--- src/rtl/sar_seq_pkg.sv ---
// Shared constants and types for the converter sequencer control block.
package sar_seq_pkg;
   // ==========================================================================
   // Channels and timing
   localparam int RES_BITS = 12;
   localparam int NUM_PINS = 8;
   localparam int NUM_CHAN = 17;
   localparam int TEMP_CHAN = 16;
   localparam longint CLK_HZ = 100_000_000;
   localparam longint CONV_CLK_MAX_HZ = 18_000_000;
   localparam int CONV_DIV = int'((CLK_HZ + CONV_CLK_MAX_HZ - 1) / CONV_CLK_MAX_HZ);
   localparam int MIN_CONV_CLKS = 18;
   localparam int SAMPLE_MIN = MIN_CONV_CLKS - RES_BITS;
   // ==========================================================================
   // Register offsets
   localparam logic [11:0] CTRL_OFS = 12'h000;
   localparam logic [11:0] CHEN_OFS = 12'h004;
   localparam logic [11:0] FWCH_OFS = 12'h008;
   localparam logic [11:0] RANGE_OFS = 12'h00C;
   localparam logic [11:0] STAT_OFS = 12'h010;
   localparam logic [11:0] INTR_OFS = 12'h014;
   localparam logic [11:0] INTCLR_OFS = 12'h018;
   localparam logic [11:0] INTEN_OFS = 12'h01C;
   localparam logic [11:0] SWFW_OFS = 12'h020;
   localparam logic [4:0] SAMPLE_PAGE = 5'h02;
   localparam logic [4:0] RESULT_PAGE = 5'h04;
   // ==========================================================================
   // Field positions and reset values
   localparam int CTRL_CONT_BIT = 0;
   localparam int CTRL_FW_BIT = 1;
   localparam int CTRL_EXP_BIT = 2;
   localparam int CTRL_TEMP_BIT = 3;
   localparam int CTRL_REF_LSB = 4;
   localparam int CTRL_SWOWN_BIT = 6;
   localparam int CTRL_START_BIT = 8;
   localparam int RANGE_HI_LSB = 16;
   localparam int INT_SCAN_BIT = 0;
   localparam int INT_RANGE_BIT = 1;
   localparam logic [6:0] CTRL_RESET = 7'h00;
   localparam logic [16:0] CHEN_RESET = 17'h000FF;
   localparam logic [7:0] SAMPLE_RESET = 8'h06;
   localparam logic [11:0] RANGE_LO_RESET = 12'h000;
   localparam logic [11:0] RANGE_HI_RESET = 12'hFFF;
   // ==========================================================================
   // Types
   typedef enum logic [1:0] {
      REF_VDD = 2'b00,
      REF_VDD_HALF = 2'b01,
      REF_BANDGAP = 2'b10,
      REF_EXT = 2'b11
   } refSrc_t;
   typedef enum logic [1:0] {
      ST_IDLE = 2'b00,
      ST_SAMPLE = 2'b01,
      ST_CONVERT = 2'b10
   } state_t;
   typedef struct packed {
      logic [4:0] chan;
      refSrc_t refSrc;
      logic sample;
      logic [11:0] dac;
      logic tempEn;
      logic [1:0] ampSw;
   } anaCtrl_t;
endpackage : sar_seq_pkg

--- src/rtl/sar_adc_sequencer.sv ---
// Sequencer, successive-approximation logic and register file of the converter.
//
// The implementer's own choices: the address map and register access over APB.
`timescale 1ns/10ps
`default_nettype none
module sar_adc_sequencer (
   // Clock, reset and clock enable
   input wire logic clk,
   input wire logic rst,
   input wire logic ce,
   // APB slave
   input wire logic psel,
   input wire logic penable,
   input wire logic pwrite,
   input wire logic [11:0] paddr,
   input wire logic [31:0] pwdata,
   output logic [31:0] prdata,
   output logic pready,
   output logic pslverr,
   // Analog side
   input wire logic compIn,
   input wire logic lowPower,
   output sar_seq_pkg::anaCtrl_t ana,
   // Interrupt
   output logic irq
);
   // ==========================================================================
   // Declarations
   sar_seq_pkg::state_t state_q;
   sar_seq_pkg::anaCtrl_t ana_q;
   logic [6:0] ctrl_q;
   logic [16:0] chEn_q;
   logic [4:0] fwChan_q;
   logic [11:0] rangeLo_q, rangeHi_q;
   logic [1:0] intr_q, intEn_q, swFw_q;
   logic startReq_q, irq_q, scanDone_q, resWrEn_q;
   logic [11:0] resData_q;
   logic [4:0] resChan_q;
   logic [3:0] bitIdx_q;
   logic [7:0] sampleCnt_q;
   logic [2:0] divCnt_q;
   logic [7:0] sampleTime_q [sar_seq_pkg::NUM_CHAN];
   logic [11:0] result_q [sar_seq_pkg::NUM_CHAN];
   logic [31:0] prdata_q;
   logic pready_q, pslverr_q;
   logic convTick, wrEn, rdPhase, regHit, outRange;
   logic [16:0] enEff;
   logic [5:0] nextUp, firstCh;
   logic [11:0] dacKeep;
   logic [31:0] rdData;
   logic [4:0] idx;

   function automatic logic [5:0] pickNext(input logic [16:0] en, input logic [4:0] cur,
                                           input logic wrap);
      logic [5:0] r;
      r = 6'h00;
      for (int i = sar_seq_pkg::NUM_CHAN - 1; i >= 0; i--) begin
         if (en[i] && (wrap || 5'(i) > cur)) begin
            r = {1'b1, 5'(i)};
         end
      end
      return r;
   endfunction : pickNext

   function automatic logic [7:0] effSample(input logic [7:0] t);
      return (t < 8'(sar_seq_pkg::SAMPLE_MIN)) ? 8'(sar_seq_pkg::SAMPLE_MIN) : t;
   endfunction : effSample

   // ==========================================================================
   // Converter clock and channel choice
   // The converter runs on a tick of clk, divided so it never passes 18 MHz.
   assign convTick = (divCnt_q == 3'(sar_seq_pkg::CONV_DIV - 1));
   // Pins 8..15 need the expand option; the temperature channel needs its bias on.
   assign enEff = chEn_q & {ctrl_q[sar_seq_pkg::CTRL_TEMP_BIT],
                            {8{ctrl_q[sar_seq_pkg::CTRL_EXP_BIT]}}, 8'hFF};
   assign nextUp = pickNext(enEff, ana_q.chan, 1'b0);
   assign firstCh = pickNext(enEff, 5'h00, 1'b1);
   always_comb begin
      dacKeep = ana_q.dac;
      if (!compIn) begin
         dacKeep[bitIdx_q] = 1'b0;
      end
   end

   always_ff @(posedge clk) begin
      if (rst || lowPower) begin
         divCnt_q <= 3'h0;
      end else if (ce) begin
         divCnt_q <= convTick ? 3'h0 : divCnt_q + 3'h1;
      end
   end

   // ==========================================================================
   // Sequencer and successive approximation
   always_ff @(posedge clk) begin
      if (rst) begin
         state_q <= sar_seq_pkg::ST_IDLE;
         ana_q <= '0;
         bitIdx_q <= 4'h0;
         sampleCnt_q <= 8'h00;
         scanDone_q <= 1'b0;
         resWrEn_q <= 1'b0;
         resData_q <= 12'h000;
         resChan_q <= 5'h00;
      end else if (ce) begin
         scanDone_q <= 1'b0;
         resWrEn_q <= 1'b0;
         ana_q.refSrc <= sar_seq_pkg::refSrc_t'(ctrl_q[sar_seq_pkg::CTRL_REF_LSB +: 2]);
         ana_q.tempEn <= ctrl_q[sar_seq_pkg::CTRL_TEMP_BIT];
         // Owning the switches, the sequencer closes them while the input is sampled.
         ana_q.ampSw <= ctrl_q[sar_seq_pkg::CTRL_SWOWN_BIT] ?
                        {2{state_q == sar_seq_pkg::ST_SAMPLE}} : swFw_q;
         if (lowPower) begin
            state_q <= sar_seq_pkg::ST_IDLE;
            ana_q.sample <= 1'b0;
         end else begin
            case (state_q)
               sar_seq_pkg::ST_IDLE: begin
                  if (startReq_q && ctrl_q[sar_seq_pkg::CTRL_FW_BIT]) begin
                     if (enEff[fwChan_q] || (fwChan_q == 5'(sar_seq_pkg::TEMP_CHAN)
                         && ctrl_q[sar_seq_pkg::CTRL_TEMP_BIT])) begin
                        ana_q.chan <= fwChan_q;
                        ana_q.sample <= 1'b1;
                        sampleCnt_q <= effSample(sampleTime_q[fwChan_q]);
                        state_q <= sar_seq_pkg::ST_SAMPLE;
                     end
                  end else if (startReq_q && firstCh[5]) begin
                     ana_q.chan <= firstCh[4:0];
                     ana_q.sample <= 1'b1;
                     sampleCnt_q <= effSample(sampleTime_q[firstCh[4:0]]);
                     state_q <= sar_seq_pkg::ST_SAMPLE;
                  end
               end
               sar_seq_pkg::ST_SAMPLE: begin
                  if (convTick) begin
                     if (sampleCnt_q <= 8'h01) begin
                        ana_q.sample <= 1'b0;
                        ana_q.dac <= 12'h800;
                        bitIdx_q <= 4'(sar_seq_pkg::RES_BITS - 1);
                        state_q <= sar_seq_pkg::ST_CONVERT;
                     end else begin
                        sampleCnt_q <= sampleCnt_q - 8'h01;
                     end
                  end
               end
               sar_seq_pkg::ST_CONVERT: begin
                  if (convTick) begin
                     if (bitIdx_q != 4'h0) begin
                        ana_q.dac <= dacKeep | (12'h001 << (bitIdx_q - 4'h1));
                        bitIdx_q <= bitIdx_q - 4'h1;
                     end else begin
                        ana_q.dac <= dacKeep;
                        resWrEn_q <= 1'b1;
                        resData_q <= dacKeep;
                        resChan_q <= ana_q.chan;
                        if (ctrl_q[sar_seq_pkg::CTRL_FW_BIT]) begin
                           scanDone_q <= 1'b1;
                           state_q <= sar_seq_pkg::ST_IDLE;
                        end else if (nextUp[5]) begin
                           // Next channel samples at once, so scans lose no converter time.
                           ana_q.chan <= nextUp[4:0];
                           ana_q.sample <= 1'b1;
                           sampleCnt_q <= effSample(sampleTime_q[nextUp[4:0]]);
                           state_q <= sar_seq_pkg::ST_SAMPLE;
                        end else begin
                           scanDone_q <= 1'b1;
                           if (ctrl_q[sar_seq_pkg::CTRL_CONT_BIT] && firstCh[5]) begin
                              ana_q.chan <= firstCh[4:0];
                              ana_q.sample <= 1'b1;
                              sampleCnt_q <= effSample(sampleTime_q[firstCh[4:0]]);
                              state_q <= sar_seq_pkg::ST_SAMPLE;
                           end else begin
                              state_q <= sar_seq_pkg::ST_IDLE;
                           end
                        end
                     end
                  end
               end
               default: state_q <= sar_seq_pkg::ST_IDLE;
            endcase
         end
      end
   end

   // ==========================================================================
   // Per-channel buffers
   assign idx = paddr[6:2];
   for (genvar g = 0; g < sar_seq_pkg::NUM_CHAN; g++) begin : g_chan
      always_ff @(posedge clk) begin
         if (rst) begin
            sampleTime_q[g] <= sar_seq_pkg::SAMPLE_RESET;
            result_q[g] <= 12'h000;
         end else if (ce) begin
            if (wrEn && paddr[11:7] == sar_seq_pkg::SAMPLE_PAGE && idx == 5'(g)) begin
               sampleTime_q[g] <= pwdata[7:0];
            end
            if (resWrEn_q && resChan_q == 5'(g)) begin
               result_q[g] <= resData_q;
            end
         end
      end
   end

   // ==========================================================================
   // Interrupt status
   assign outRange = (resData_q < rangeLo_q) || (resData_q > rangeHi_q);
   always_ff @(posedge clk) begin
      if (rst) begin
         intr_q <= 2'b00;
         irq_q <= 1'b0;
      end else if (ce) begin
         // A hardware event in the same cycle as a software clear stays set.
         intr_q[sar_seq_pkg::INT_SCAN_BIT] <= scanDone_q ||
            (intr_q[sar_seq_pkg::INT_SCAN_BIT] && !(wrEn && paddr == sar_seq_pkg::INTCLR_OFS
            && pwdata[sar_seq_pkg::INT_SCAN_BIT]));
         intr_q[sar_seq_pkg::INT_RANGE_BIT] <= (resWrEn_q && outRange) ||
            (intr_q[sar_seq_pkg::INT_RANGE_BIT] && !(wrEn && paddr == sar_seq_pkg::INTCLR_OFS
            && pwdata[sar_seq_pkg::INT_RANGE_BIT]));
         irq_q <= |(intr_q & intEn_q);
      end
   end

   // ==========================================================================
   // APB register file
   // Every access waits one cycle so the read data comes from a flip-flop.
   assign rdPhase = psel && penable && !pready_q;
   assign wrEn = psel && penable && pready_q && pwrite;
   always_comb begin
      rdData = 32'h0000_0000;
      regHit = 1'b1;
      if (paddr[11:7] == sar_seq_pkg::SAMPLE_PAGE && idx < 5'(sar_seq_pkg::NUM_CHAN)) begin
         rdData = {24'h00_0000, sampleTime_q[idx]};
      end else if (paddr[11:7] == sar_seq_pkg::RESULT_PAGE
                   && idx < 5'(sar_seq_pkg::NUM_CHAN)) begin
         rdData = {20'h0_0000, result_q[idx]};
      end else begin
         case (paddr)
            sar_seq_pkg::CTRL_OFS: rdData = {25'h000_0000, ctrl_q};
            sar_seq_pkg::CHEN_OFS: rdData = {15'h0000, chEn_q};
            sar_seq_pkg::FWCH_OFS: rdData = {27'h000_0000, fwChan_q};
            sar_seq_pkg::RANGE_OFS: rdData = {4'h0, rangeHi_q, 4'h0, rangeLo_q};
            sar_seq_pkg::STAT_OFS: rdData = {24'h00_0000, ana_q.chan, 1'b0, state_q};
            sar_seq_pkg::INTR_OFS: rdData = {30'h0000_0000, intr_q};
            sar_seq_pkg::INTCLR_OFS: rdData = 32'h0000_0000;
            sar_seq_pkg::INTEN_OFS: rdData = {30'h0000_0000, intEn_q};
            sar_seq_pkg::SWFW_OFS: rdData = {30'h0000_0000, swFw_q};
            default: regHit = 1'b0;
         endcase
      end
   end

   always_ff @(posedge clk) begin
      if (rst) begin
         pready_q <= 1'b0;
         pslverr_q <= 1'b0;
         prdata_q <= 32'h0000_0000;
      end else if (ce) begin
         pready_q <= rdPhase;
         if (rdPhase) begin
            prdata_q <= pwrite ? 32'h0000_0000 : rdData;
            pslverr_q <= !regHit;
         end
      end
   end

   always_ff @(posedge clk) begin
      if (rst) begin
         ctrl_q <= sar_seq_pkg::CTRL_RESET;
         chEn_q <= sar_seq_pkg::CHEN_RESET;
         fwChan_q <= 5'h00;
         rangeLo_q <= sar_seq_pkg::RANGE_LO_RESET;
         rangeHi_q <= sar_seq_pkg::RANGE_HI_RESET;
         intEn_q <= 2'b00;
         swFw_q <= 2'b00;
         startReq_q <= 1'b0;
      end else if (ce) begin
         startReq_q <= 1'b0;
         if (wrEn) begin
            case (paddr)
               sar_seq_pkg::CTRL_OFS: begin
                  ctrl_q <= pwdata[6:0];
                  startReq_q <= pwdata[sar_seq_pkg::CTRL_START_BIT];
               end
               sar_seq_pkg::CHEN_OFS: chEn_q <= pwdata[16:0];
               sar_seq_pkg::FWCH_OFS: fwChan_q <= pwdata[4:0];
               sar_seq_pkg::RANGE_OFS: begin
                  rangeLo_q <= pwdata[11:0];
                  rangeHi_q <= pwdata[sar_seq_pkg::RANGE_HI_LSB +: 12];
               end
               sar_seq_pkg::INTEN_OFS: intEn_q <= pwdata[1:0];
               sar_seq_pkg::SWFW_OFS: swFw_q <= pwdata[1:0];
               default: ;
            endcase
         end
      end
   end

   assign prdata = prdata_q;
   assign pready = pready_q;
   assign pslverr = pslverr_q;
   assign ana = ana_q;
   assign irq = irq_q;

   // ==========================================================================
   // Checks
   logic [8:0] sampT_q;
   logic [4:0] bitT_q;
   // The trial counters freeze with the clock enable, like the state they measure.
   always_ff @(posedge clk) begin
      if (rst) begin
         sampT_q <= 9'h000;
         bitT_q <= 5'h00;
      end else if (ce) begin
         if (resWrEn_q || state_q == sar_seq_pkg::ST_IDLE) begin
            sampT_q <= 9'h000;
            bitT_q <= 5'h00;
         end else if (convTick && state_q == sar_seq_pkg::ST_SAMPLE) begin
            sampT_q <= sampT_q + 9'h001;
         end else if (convTick && state_q == sar_seq_pkg::ST_CONVERT) begin
            bitT_q <= bitT_q + 5'h01;
         end
      end
   end

   bit_trials_a: assert property (@(posedge clk) disable iff (rst)
      resWrEn_q |-> bitT_q == 5'(sar_seq_pkg::RES_BITS))
      else $error("conversion did not take twelve bit trials");
   conv_length_a: assert property (@(posedge clk) disable iff (rst)
      resWrEn_q |-> (sampT_q + 9'(bitT_q)) >= 9'(sar_seq_pkg::MIN_CONV_CLKS))
      else $error("conversion shorter than eighteen converter clocks");
   sample_time_a: assert property (@(posedge clk) disable iff (rst)
      resWrEn_q |-> sampT_q == {1'b0, effSample(sampleTime_q[resChan_q])})
      else $error("sample time differs from the channel setting");
   chan_range_a: assert property (@(posedge clk) disable iff (rst)
      (state_q != sar_seq_pkg::ST_IDLE && !ctrl_q[sar_seq_pkg::CTRL_EXP_BIT])
      |-> (ana_q.chan < 5'(sar_seq_pkg::NUM_PINS) || ana_q.chan == 5'(sar_seq_pkg::TEMP_CHAN)))
      else $error("expanded channel converted while expansion is off");
   no_gap_a: assert property (@(posedge clk) disable iff (rst)
      (ce && !lowPower && convTick && state_q == sar_seq_pkg::ST_CONVERT && bitIdx_q == 4'h0
       && !ctrl_q[sar_seq_pkg::CTRL_FW_BIT] && nextUp[5])
      |=> state_q == sar_seq_pkg::ST_SAMPLE && {1'b1, ana_q.chan} == $past(nextUp))
      else $error("scan idled between channels");
   range_flag_a: assert property (@(posedge clk) disable iff (rst)
      (ce && resWrEn_q && outRange) |=> intr_q[sar_seq_pkg::INT_RANGE_BIT])
      else $error("out-of-range result raised no flag");
   scan_flag_a: assert property (@(posedge clk) disable iff (rst)
      (ce && scanDone_q) |=> intr_q[sar_seq_pkg::INT_SCAN_BIT])
      else $error("scan end raised no flag");
   flag_sticky_a: assert property (@(posedge clk) disable iff (rst)
      (intr_q[sar_seq_pkg::INT_SCAN_BIT] && !(wrEn && paddr == sar_seq_pkg::INTCLR_OFS))
      |=> intr_q[sar_seq_pkg::INT_SCAN_BIT])
      else $error("scan flag dropped without a clear");
   irq_gate_a: assert property (@(posedge clk) disable iff (rst)
      ce |=> irq_q == (|($past(intr_q) & $past(intEn_q))))
      else $error("interrupt output does not follow enabled flags");
   deep_sleep_a: assert property (@(posedge clk) disable iff (rst)
      (ce && lowPower) |=> state_q == sar_seq_pkg::ST_IDLE && !ana_q.sample)
      else $error("converter active in a low-power mode");
endmodule : sar_adc_sequencer
`default_nettype wire

--- config.mk ---
export PLATFORM = sky130hd
export DESIGN_NAME = sar_adc_sequencer
export DESIGN_NICKNAME = d
export VERILOG_FILES = /design/src/rtl/sar_seq_pkg.sv /design/src/rtl/sar_adc_sequencer.sv
export SDC_FILE = /design/constraint.sdc
export NUM_CORES = 1
export LEC_CHECK = 0
export BUFFER_PORTS_ARGS = -buffer_cell sky130_fd_sc_hd__buf_2
export CELL_PAD_IN_SITES_DETAIL_PLACEMENT = 1
export CELL_PAD_IN_SITES_GLOBAL_PLACEMENT = 2
export CORE_UTILIZATION = 25
export CTS_BUF_LIST = sky130_fd_sc_hd__clkbuf_8
export CTS_CLUSTER_DIAMETER = 100
export DETAILED_ROUTE_END_ITERATION = 10
export PLACE_DENSITY_LB_ADDON = 0.1
export SLEW_MARGIN = 20
export SYNTH_ARGS = -nofsm -noshare
export SYNTH_HDL_FRONTEND = slang
export SYNTH_SLANG_ARGS = --single-unit
--- constraint.sdc ---
create_clock -name clk -period 4.4 [get_ports clk]
set_input_delay 0.44 -clock clk [delete_from_list [all_inputs] [get_ports clk]]
set_output_delay 0.44 -clock clk [all_outputs]
set_load 0.02 [all_outputs]
==> results of run 1 <==
[report_power, final]
part / total (mW) / switching, mW / internal [mW]
clock: 4.54 / 2.15 / 2.39
combinational: 0.799 / 0.504 / 0.294
sequential: 5.21 / 0.110 / 5.10
[layer usage]
layer | GRT usage [%] | part of all wire (%) | vias to the layer above
li1 | - | - | 10178
met1 | 29.67 | 45 | 12177
met2 | 36.70 | 47 | 658
met3 | 3.279 | 4.4 | 185
met4 | 7.853 | 3.6 | 2
met5 | 0 | 0.0069 | -
[timing repair]
action | 4_1_cts | 5_1_grt
resized for setup | 0 | 2
hold buffers | 22 | 0
endpoints found under the hold margin | 41 | 0
endpoints found under the setup margin | 0 | 4
[layout by cell type (no fill, tap or decap), types with 10 or more instances in the layout]
master         Yosys  final
buf_4             14    166
nand3_1           76     75
mux4_2           149    149
a211o_1           12     12
mux2_2            21     21
a22oi_1           46     46
and3_1            25     25
mux2i_1           74     74
a211oi_1          30     30
nor4_1            16     15
edfxtp_1         340    340
nand2_1          308    308
buf_12             0     10
o211ai_1          30     30
or3_1             41     41
nor3_1            61     59
dfxtp_1          155    153
dlygate4sd3_1      0     22
o21ai_1            6     10
nor2_1           200    200
inv_1             47     88
nand2b_1          12     11
a31oi_1           16     16
clkbuf_8           0    106
nor2b_1           14     14
o21ai_0           66     62
a221o_1           10     10
a21oi_1          114    114
nand4_1           16     16
buf_2             27     98
and2_1           295    295
ha_1              37     37
a221oi_1          15     15
[worst max-delay path: stages, from the launching register on]
cell and delay [ns]:
dfxtp_1 0.43, nor2_1 0.37, o31ai_1 0.26, a22oi_2 0.26, buf_4 0.25, buf_4 0.22, nand2_1 0.08, nand3_1 0.11
o221ai_1 0.14, nor4b_1 1.02, a2111oi_2 0.21, a21oi_1 0.29, a221oi_1 0.13, nor4_1 0.22, a32o_1 0.16
[final cells by class]
cell class	count	area (sq um)	area share (%)
antenna	5	12.51	0.03760
tap	1488	1862	5.595
inverter	48	180.2	0.5415
multi-input combinational	1873	13900	41.76
sequential	495	13320	40.02
clock inverter	61	380.4	1.143
timing repair buffer	297	2168	6.517
clock buffer	106	1459	4.385
[per-stage QoR]
step | worst slack, ns | cell area, sq um | util [%] | cells
2_1_floorplan | 0.9502 | 28280 | - | 2631
5_1_grt | 0.006987 | 33260 | 29.85 | 4369
4_1_cts | 0.02943 | 33250 | 29.84 | 4368
6_report | 0.1472 | 33270 | 29.86 | 4373
3_5_place_dp | 0.03121 | 31190 | 27.99 | 4179
3_3_place_gp | 0.1098 | 31190 | 27.99 | 4179
[logic make-up (layout without fill, tap and decap cells)]
group	after synthesis	in the layout	synth area share (%)
and+or+nand+nor	1113	1113	19.97
DFF	495	495	47.10
AOI/OAI and AO/OA	465	465	11.72
buffers and inverters	263	512	3.904
muxes	246	246	15.41
adders and majority gates	37	37	1.638
xor gates and xnor gates	8	8	0.2479
other	1	9	0.01327
[how the worst min path moves through the flow]
stage	startpoint	to	slack (ns)	cells past startpoint
6_report	pwdata[2]	rangeLo_q[2]	0.20	3
5_1_grt	pwdata[2]	rangeLo_q[2]	0.17	3
4_1_cts	pwdata[2]	rangeLo_q[2]	0.14	3
3_5_place_dp	prdata[7]	prdata[7]	0.45	2
3_3_place_gp	prdata[1]	prdata[1]	0.44	2
2_1_floorplan	scanDone_q	scanDone_q	0.44	2
[sequential cells by signal, summed over array words and instances (netlist names), 12 cells and up, named ones only]
| register | count |
|---|---|
| result_q | 204 |
| resData_q | 12 |
| rangeHi_q | 12 |
| sampleTime_q | 136 |
| rangeLo_q | 12 |
| ana | 23 |
| prdata | 28 |
| chEn_q | 17 |
==> run summary, run 1 <==
Synth cell count leaders = 340 x edfxtp_1, 308 x nand2_1, 295 x and2_1, 200 x nor2_1, 155 x dfxtp_1
Register-to-register setup slack = 0.15 ns
H-Tree Depth = 3
Reg-to-reg critical path startpoint = chEn_q[10]
Initial antenna violation count = 5
Run status = completed
CP Capture Point = sampleCnt_q[0]
Share of layout cells above drive strength 1 = 21.04%
Synthesis-stage register bit count = 495
Total global-route track usage = 22.29%
Vias in the first global route = 24238
TritonCTS clock tree = yes
Post-CTS Setup Inserts = 0
Power Density = 316.8 nW/um^2
Max VDD drop = 0.0002067 V
Crit path DAT = 4.94 ns
Synth area leader = edfxtp_1
Number of remaining DRC errors = 0
Setup crit start kind = flip-flop
Area grow syn2layout = 17.72%
Clk sinks = 495
Worst path required time = 5.09 ns
Detailed Routing Iterations Pass 1 = 5
Worst skew pair latency = 0.78 ns
Die Y = 338.3 microns
Drt first-iter violations = 1690
I/O pins = 110
Setup TNS = 0 ns
Leakage = 11.69 nW
Predominant post-synthesis flop cell = edfxtp_1
WL per Instance = 29.63 microns
Initial Util = 25.37%
Max cap viols = 0
Largest net degree at the start of global routing = 62
Crit path time final = 4.253 ns
Crit end category = flip-flop
DIE WIDTH = 338.3 microns
Max clock buf depth = 3
Cells after Synth = 2628
Post-synth cell types = 105
Actual slew at the worst max-slew pin = 1.161 ns
Tot Pwr = 10.54 mW
RSZ-0062 raised after global routing = no
Post-Route WL = 129.6 mm
Post-synthesis cell area = 28270 sq um
Max Clock Freq = 0.2351 GHz
R2R cell count = 14
DR vias/cell = 5.305
Hold Path Class = in -> reg
Hpwl dp = 97.64 mm
Reg-to-Reg End = sampleCnt_q[0]
Ys async rst share = 0%
RePlAce Congestion = 0.9266
Rel. slew slack = 21.52%
Critical path class = reg -> reg
Die Area = 114400 sq um
Worst-path maximum fanout = 9
Final hold slack = 0.2005 ns
Share of the synthesized area in the top cell type = 36.12%
IO Port Bufs = 101
Final hold vios = 0
Rows = 122
Total of fill cells in the finished design = 12461
Via count = 23200
Setup crit start = chEn_q[10]
Ranking of synthesized cells by area = edfxtp_1 36%, mux4_2 12%, dfxtp_1 11%
Skew final = 0.04762 ns
GRT overflow = 0
Sequential area share after synthesis = 47.10%
Synthesized area per cell = 10.76 sq um
Cell with the most instances after synthesis = edfxtp_1
Crit share post-route = 96.66%
Final ANT Viol Nets = 0
Core area = 111400 sq um
Final #Nets = 2898
EDFF count, synth = 340
Synth warnings = 0
Setup Viol. Count Final = 0
Cts bufs inserted = 94
Pins over their slew limit = 0
Reg clk slew, reported paths = 0.06 ns
Global-route wire length before repair = 184.1 mm
Clock Tree Root = clkbuf_8
Note: power is estimated with default switching activity, not from simulation.
==> inputs of run 2 (changes only) <==
--- a/config.mk
+++ b/config.mk
@@ -8,10 +8,11 @@
 export BUFFER_PORTS_ARGS = -buffer_cell sky130_fd_sc_hd__buf_2
 export CELL_PAD_IN_SITES_DETAIL_PLACEMENT = 1
 export CELL_PAD_IN_SITES_GLOBAL_PLACEMENT = 2
-export CORE_UTILIZATION = 25
+export CORE_UTILIZATION = 43
 export CTS_BUF_LIST = sky130_fd_sc_hd__clkbuf_8
 export CTS_CLUSTER_DIAMETER = 100
 export DETAILED_ROUTE_END_ITERATION = 10
+export HOLD_SLACK_MARGIN = 0.03
 export PLACE_DENSITY_LB_ADDON = 0.1
 export SLEW_MARGIN = 20
 export SYNTH_ARGS = -nofsm -noshare
==> run 2 against run 1 <==
Final area fell by 3.7%. Critical path depth rose by 2. Wire length fell by 13%. Critical path type unchanged.
==> run summary, run 2 (same netlist as run 1, synthesis figures left out) <==
Worst skew pair latency = 0.70 ns
Number of remaining DRC errors = 0
Metal3 WL = 7.641 mm
DR vias/cell = 6.276
Most frequent cells in the layout = 340 x edfxtp_1, 308 x nand2_1, 295 x and2_1
Power Density = 316.6 nW/um^2
Post-CTS Setup Inserts = 0
Reg clk slew, reported paths = 0.06 ns
Worst path required time = 4.98 ns
Core area = 64700 sq um
Max clock buf depth = 3
H-Tree Depth = 3
Final ANT Viol Nets = 0
Crit path time final = 4.131 ns
Clk sinks = 495
Setup TNS = 0 ns
Worst-path maximum fanout = 9
Global-route wire length before repair = 164.5 mm
Worst hold stages = 2
Commonest non-fill, non-tap cell in the layout = edfxtp_1
Skew final = 0.03607 ns
Initial antenna violation count = 3
Critical path class = reg -> reg
Reg-to-reg critical path startpoint = ctrl_q[2]
Drt first-iter violations = 2190
Crit end category = flip-flop
R2R cell count = 16
Hold path start = lowPower
Largest net degree at the start of global routing = 139
Max reg flops = 204
Share of layout cells above drive strength 1 = 19.89%
Vias in the first global route = 23767
Post-Route Utilization = 49.53%
Via count = 23165
DIE WIDTH = 258.4 microns
Clock Tree Root = clkbuf_8
Final hold vios = 0
Max Clock Freq = 0.2421 GHz
Run status = completed
Crit path DAT = 4.71 ns
WL per Instance = 30.64 microns
Area grow syn2layout = 13.36%
Die Y = 258.4 microns
Rows = 93
Total global-route track usage = 33.83%
Pins over their slew limit = 0
Leakage = 11.38 nW
Tot Pwr = 10.14 mW
GRT overflow = 0
Crit share post-route = 93.88%
TritonCTS clock tree = yes
Detailed Routing Iterations Pass 1 = 5
Final #Nets = 2854
Top sig layer = met4
RSZ-0062 raised after global routing = no
RePlAce Congestion = 0.9850
Post-Route WL = 113.1 mm
Rel. slew slack = 35.89%
IO Port Bufs = 101
Max cap viols = 0
Actual slew at the worst max-slew pin = 0.9603 ns
Register-to-register setup slack = 0.27 ns
Setup crit start kind = flip-flop
Met2 WL = 53.88 mm
Hold path endpoint = divCnt_q[1]
Cts bufs inserted = 86
Max VDD drop = 0.0002815 V
Hpwl dp = 83.30 mm
Initial Util = 43.69%
Setup Viol. Count Final = 0
Wl on met1 = 46.17 mm
I/O pins = 110
Largest Register = result_q
Die Area = 66760 sq um
Reg-to-Reg End = sampleCnt_q[1]
Hold Path Class = in -> reg
[run 2: cell types whose count changed in the layout (fill, tap and decap cells not counted), moves of 2 or more]
| cell | before | now |
|---|---|---|
| inv_1 | 88 | 76 |
| dlygate4sd3_1 | 22 | 20 |
| clkinvlp_4 | 0 | 2 |
| clkinv_2 | 3 | 8 |
| buf_4 | 166 | 130 |
| clkbuf_8 | 106 | 94 |
| buf_12 | 10 | 12 |
| diode_2 | 5 | 1 |
| clkinv_1 | 8 | 17 |
[run 2: stage by stage]
step / instance area (sq um) / setup slack [ns] / instances / hold WS, ns
final: 32040 / 0.2692 / 3691 / 0.08853
after global routing: 32040 / 0.06300 / 3691 / 0.1030
after CTS: 32040 / 0.1662 / 3690 / 0.03965
after detailed placement: 30170 / 0.2087 / 3512 / 0.4487
after global placement: 30170 / 0.2175 / 3512 / 0.4396
after floorplan: 28280 / 0.9502 / 2631 / 0.4410
[run 2: per-layer routing]
metal  vias to the layer above  GRT usage (%)
li1                      10083              -
met1                     11951          44.02
met2                       912          55.76
met3                       219          5.096
met4                         0          15.45
met5                         -              0
[run 2: layout make-up]
| class | count | area (sq um) |
|---|---|---|
| timing repair buffer | 261 | 1918 |
| clock inverter | 64 | 379.1 |
| inverter | 48 | 180.2 |
| tap | 855 | 1070 |
| clock buffer | 94 | 1294 |
| multi-input combinational | 1873 | 13880 |
| sequential | 495 | 13320 |
| fill | 7042 | 32650 |
| antenna | 1 | 2.502 |
[run 2: worst max-delay path, cell delays in order (launching register included)]
cell       delay (ns)
dfxtp_1          0.43
buf_4            0.23
nor4bb_1         0.31
a211oi_2         0.15
o21ai_2          0.12
nand2_2          0.22
buf_4            0.24
buf_4            0.16
o2111ai_1        0.39
nand4_1          0.17
o22ai_1          0.15
buf_4            0.19
a21boi_1         0.37
a21oi_1          0.18
a221oi_1         0.36
nor2_1           0.11
a221oi_2         0.21
[run 2: how the worst max path moves through the flow]
| stage | from | end | slack [ns] | cells past startpoint |
|---|---|---|---|---|
| global placement | chEn_q[11] | sampleCnt_q[0] | 0.22 | 16 |
| CTS | chEn_q[11] | sampleCnt_q[1] | 0.17 | 15 |
| detailed placement | chEn_q[11] | sampleCnt_q[1] | 0.21 | 15 |
| finish | ctrl_q[2] | sampleCnt_q[1] | 0.27 | 16 |
| floorplan | ana[21] | sampleCnt_q[1] | 0.95 | 14 |
| global route | ctrl_q[2] | sampleCnt_q[2] | 0.06 | 16 |
[run 2: what timing repair did]
| action | CTS | global route |
|---|---|---|
| hold buffers | 20 | 0 |
| resized for setup | 0 | 2 |
| endpoints found under the setup margin | 0 | 3 |
| hold endpoints to repair | 24 | 0 |
[run 2: where the power goes]
part / internal [mW] / total, mW / switching, mW
combinational: 0.290 / 0.774 / 0.485
clock: 2.12 / 4.17 / 2.06
sequential: 5.10 / 5.20 / 0.0997
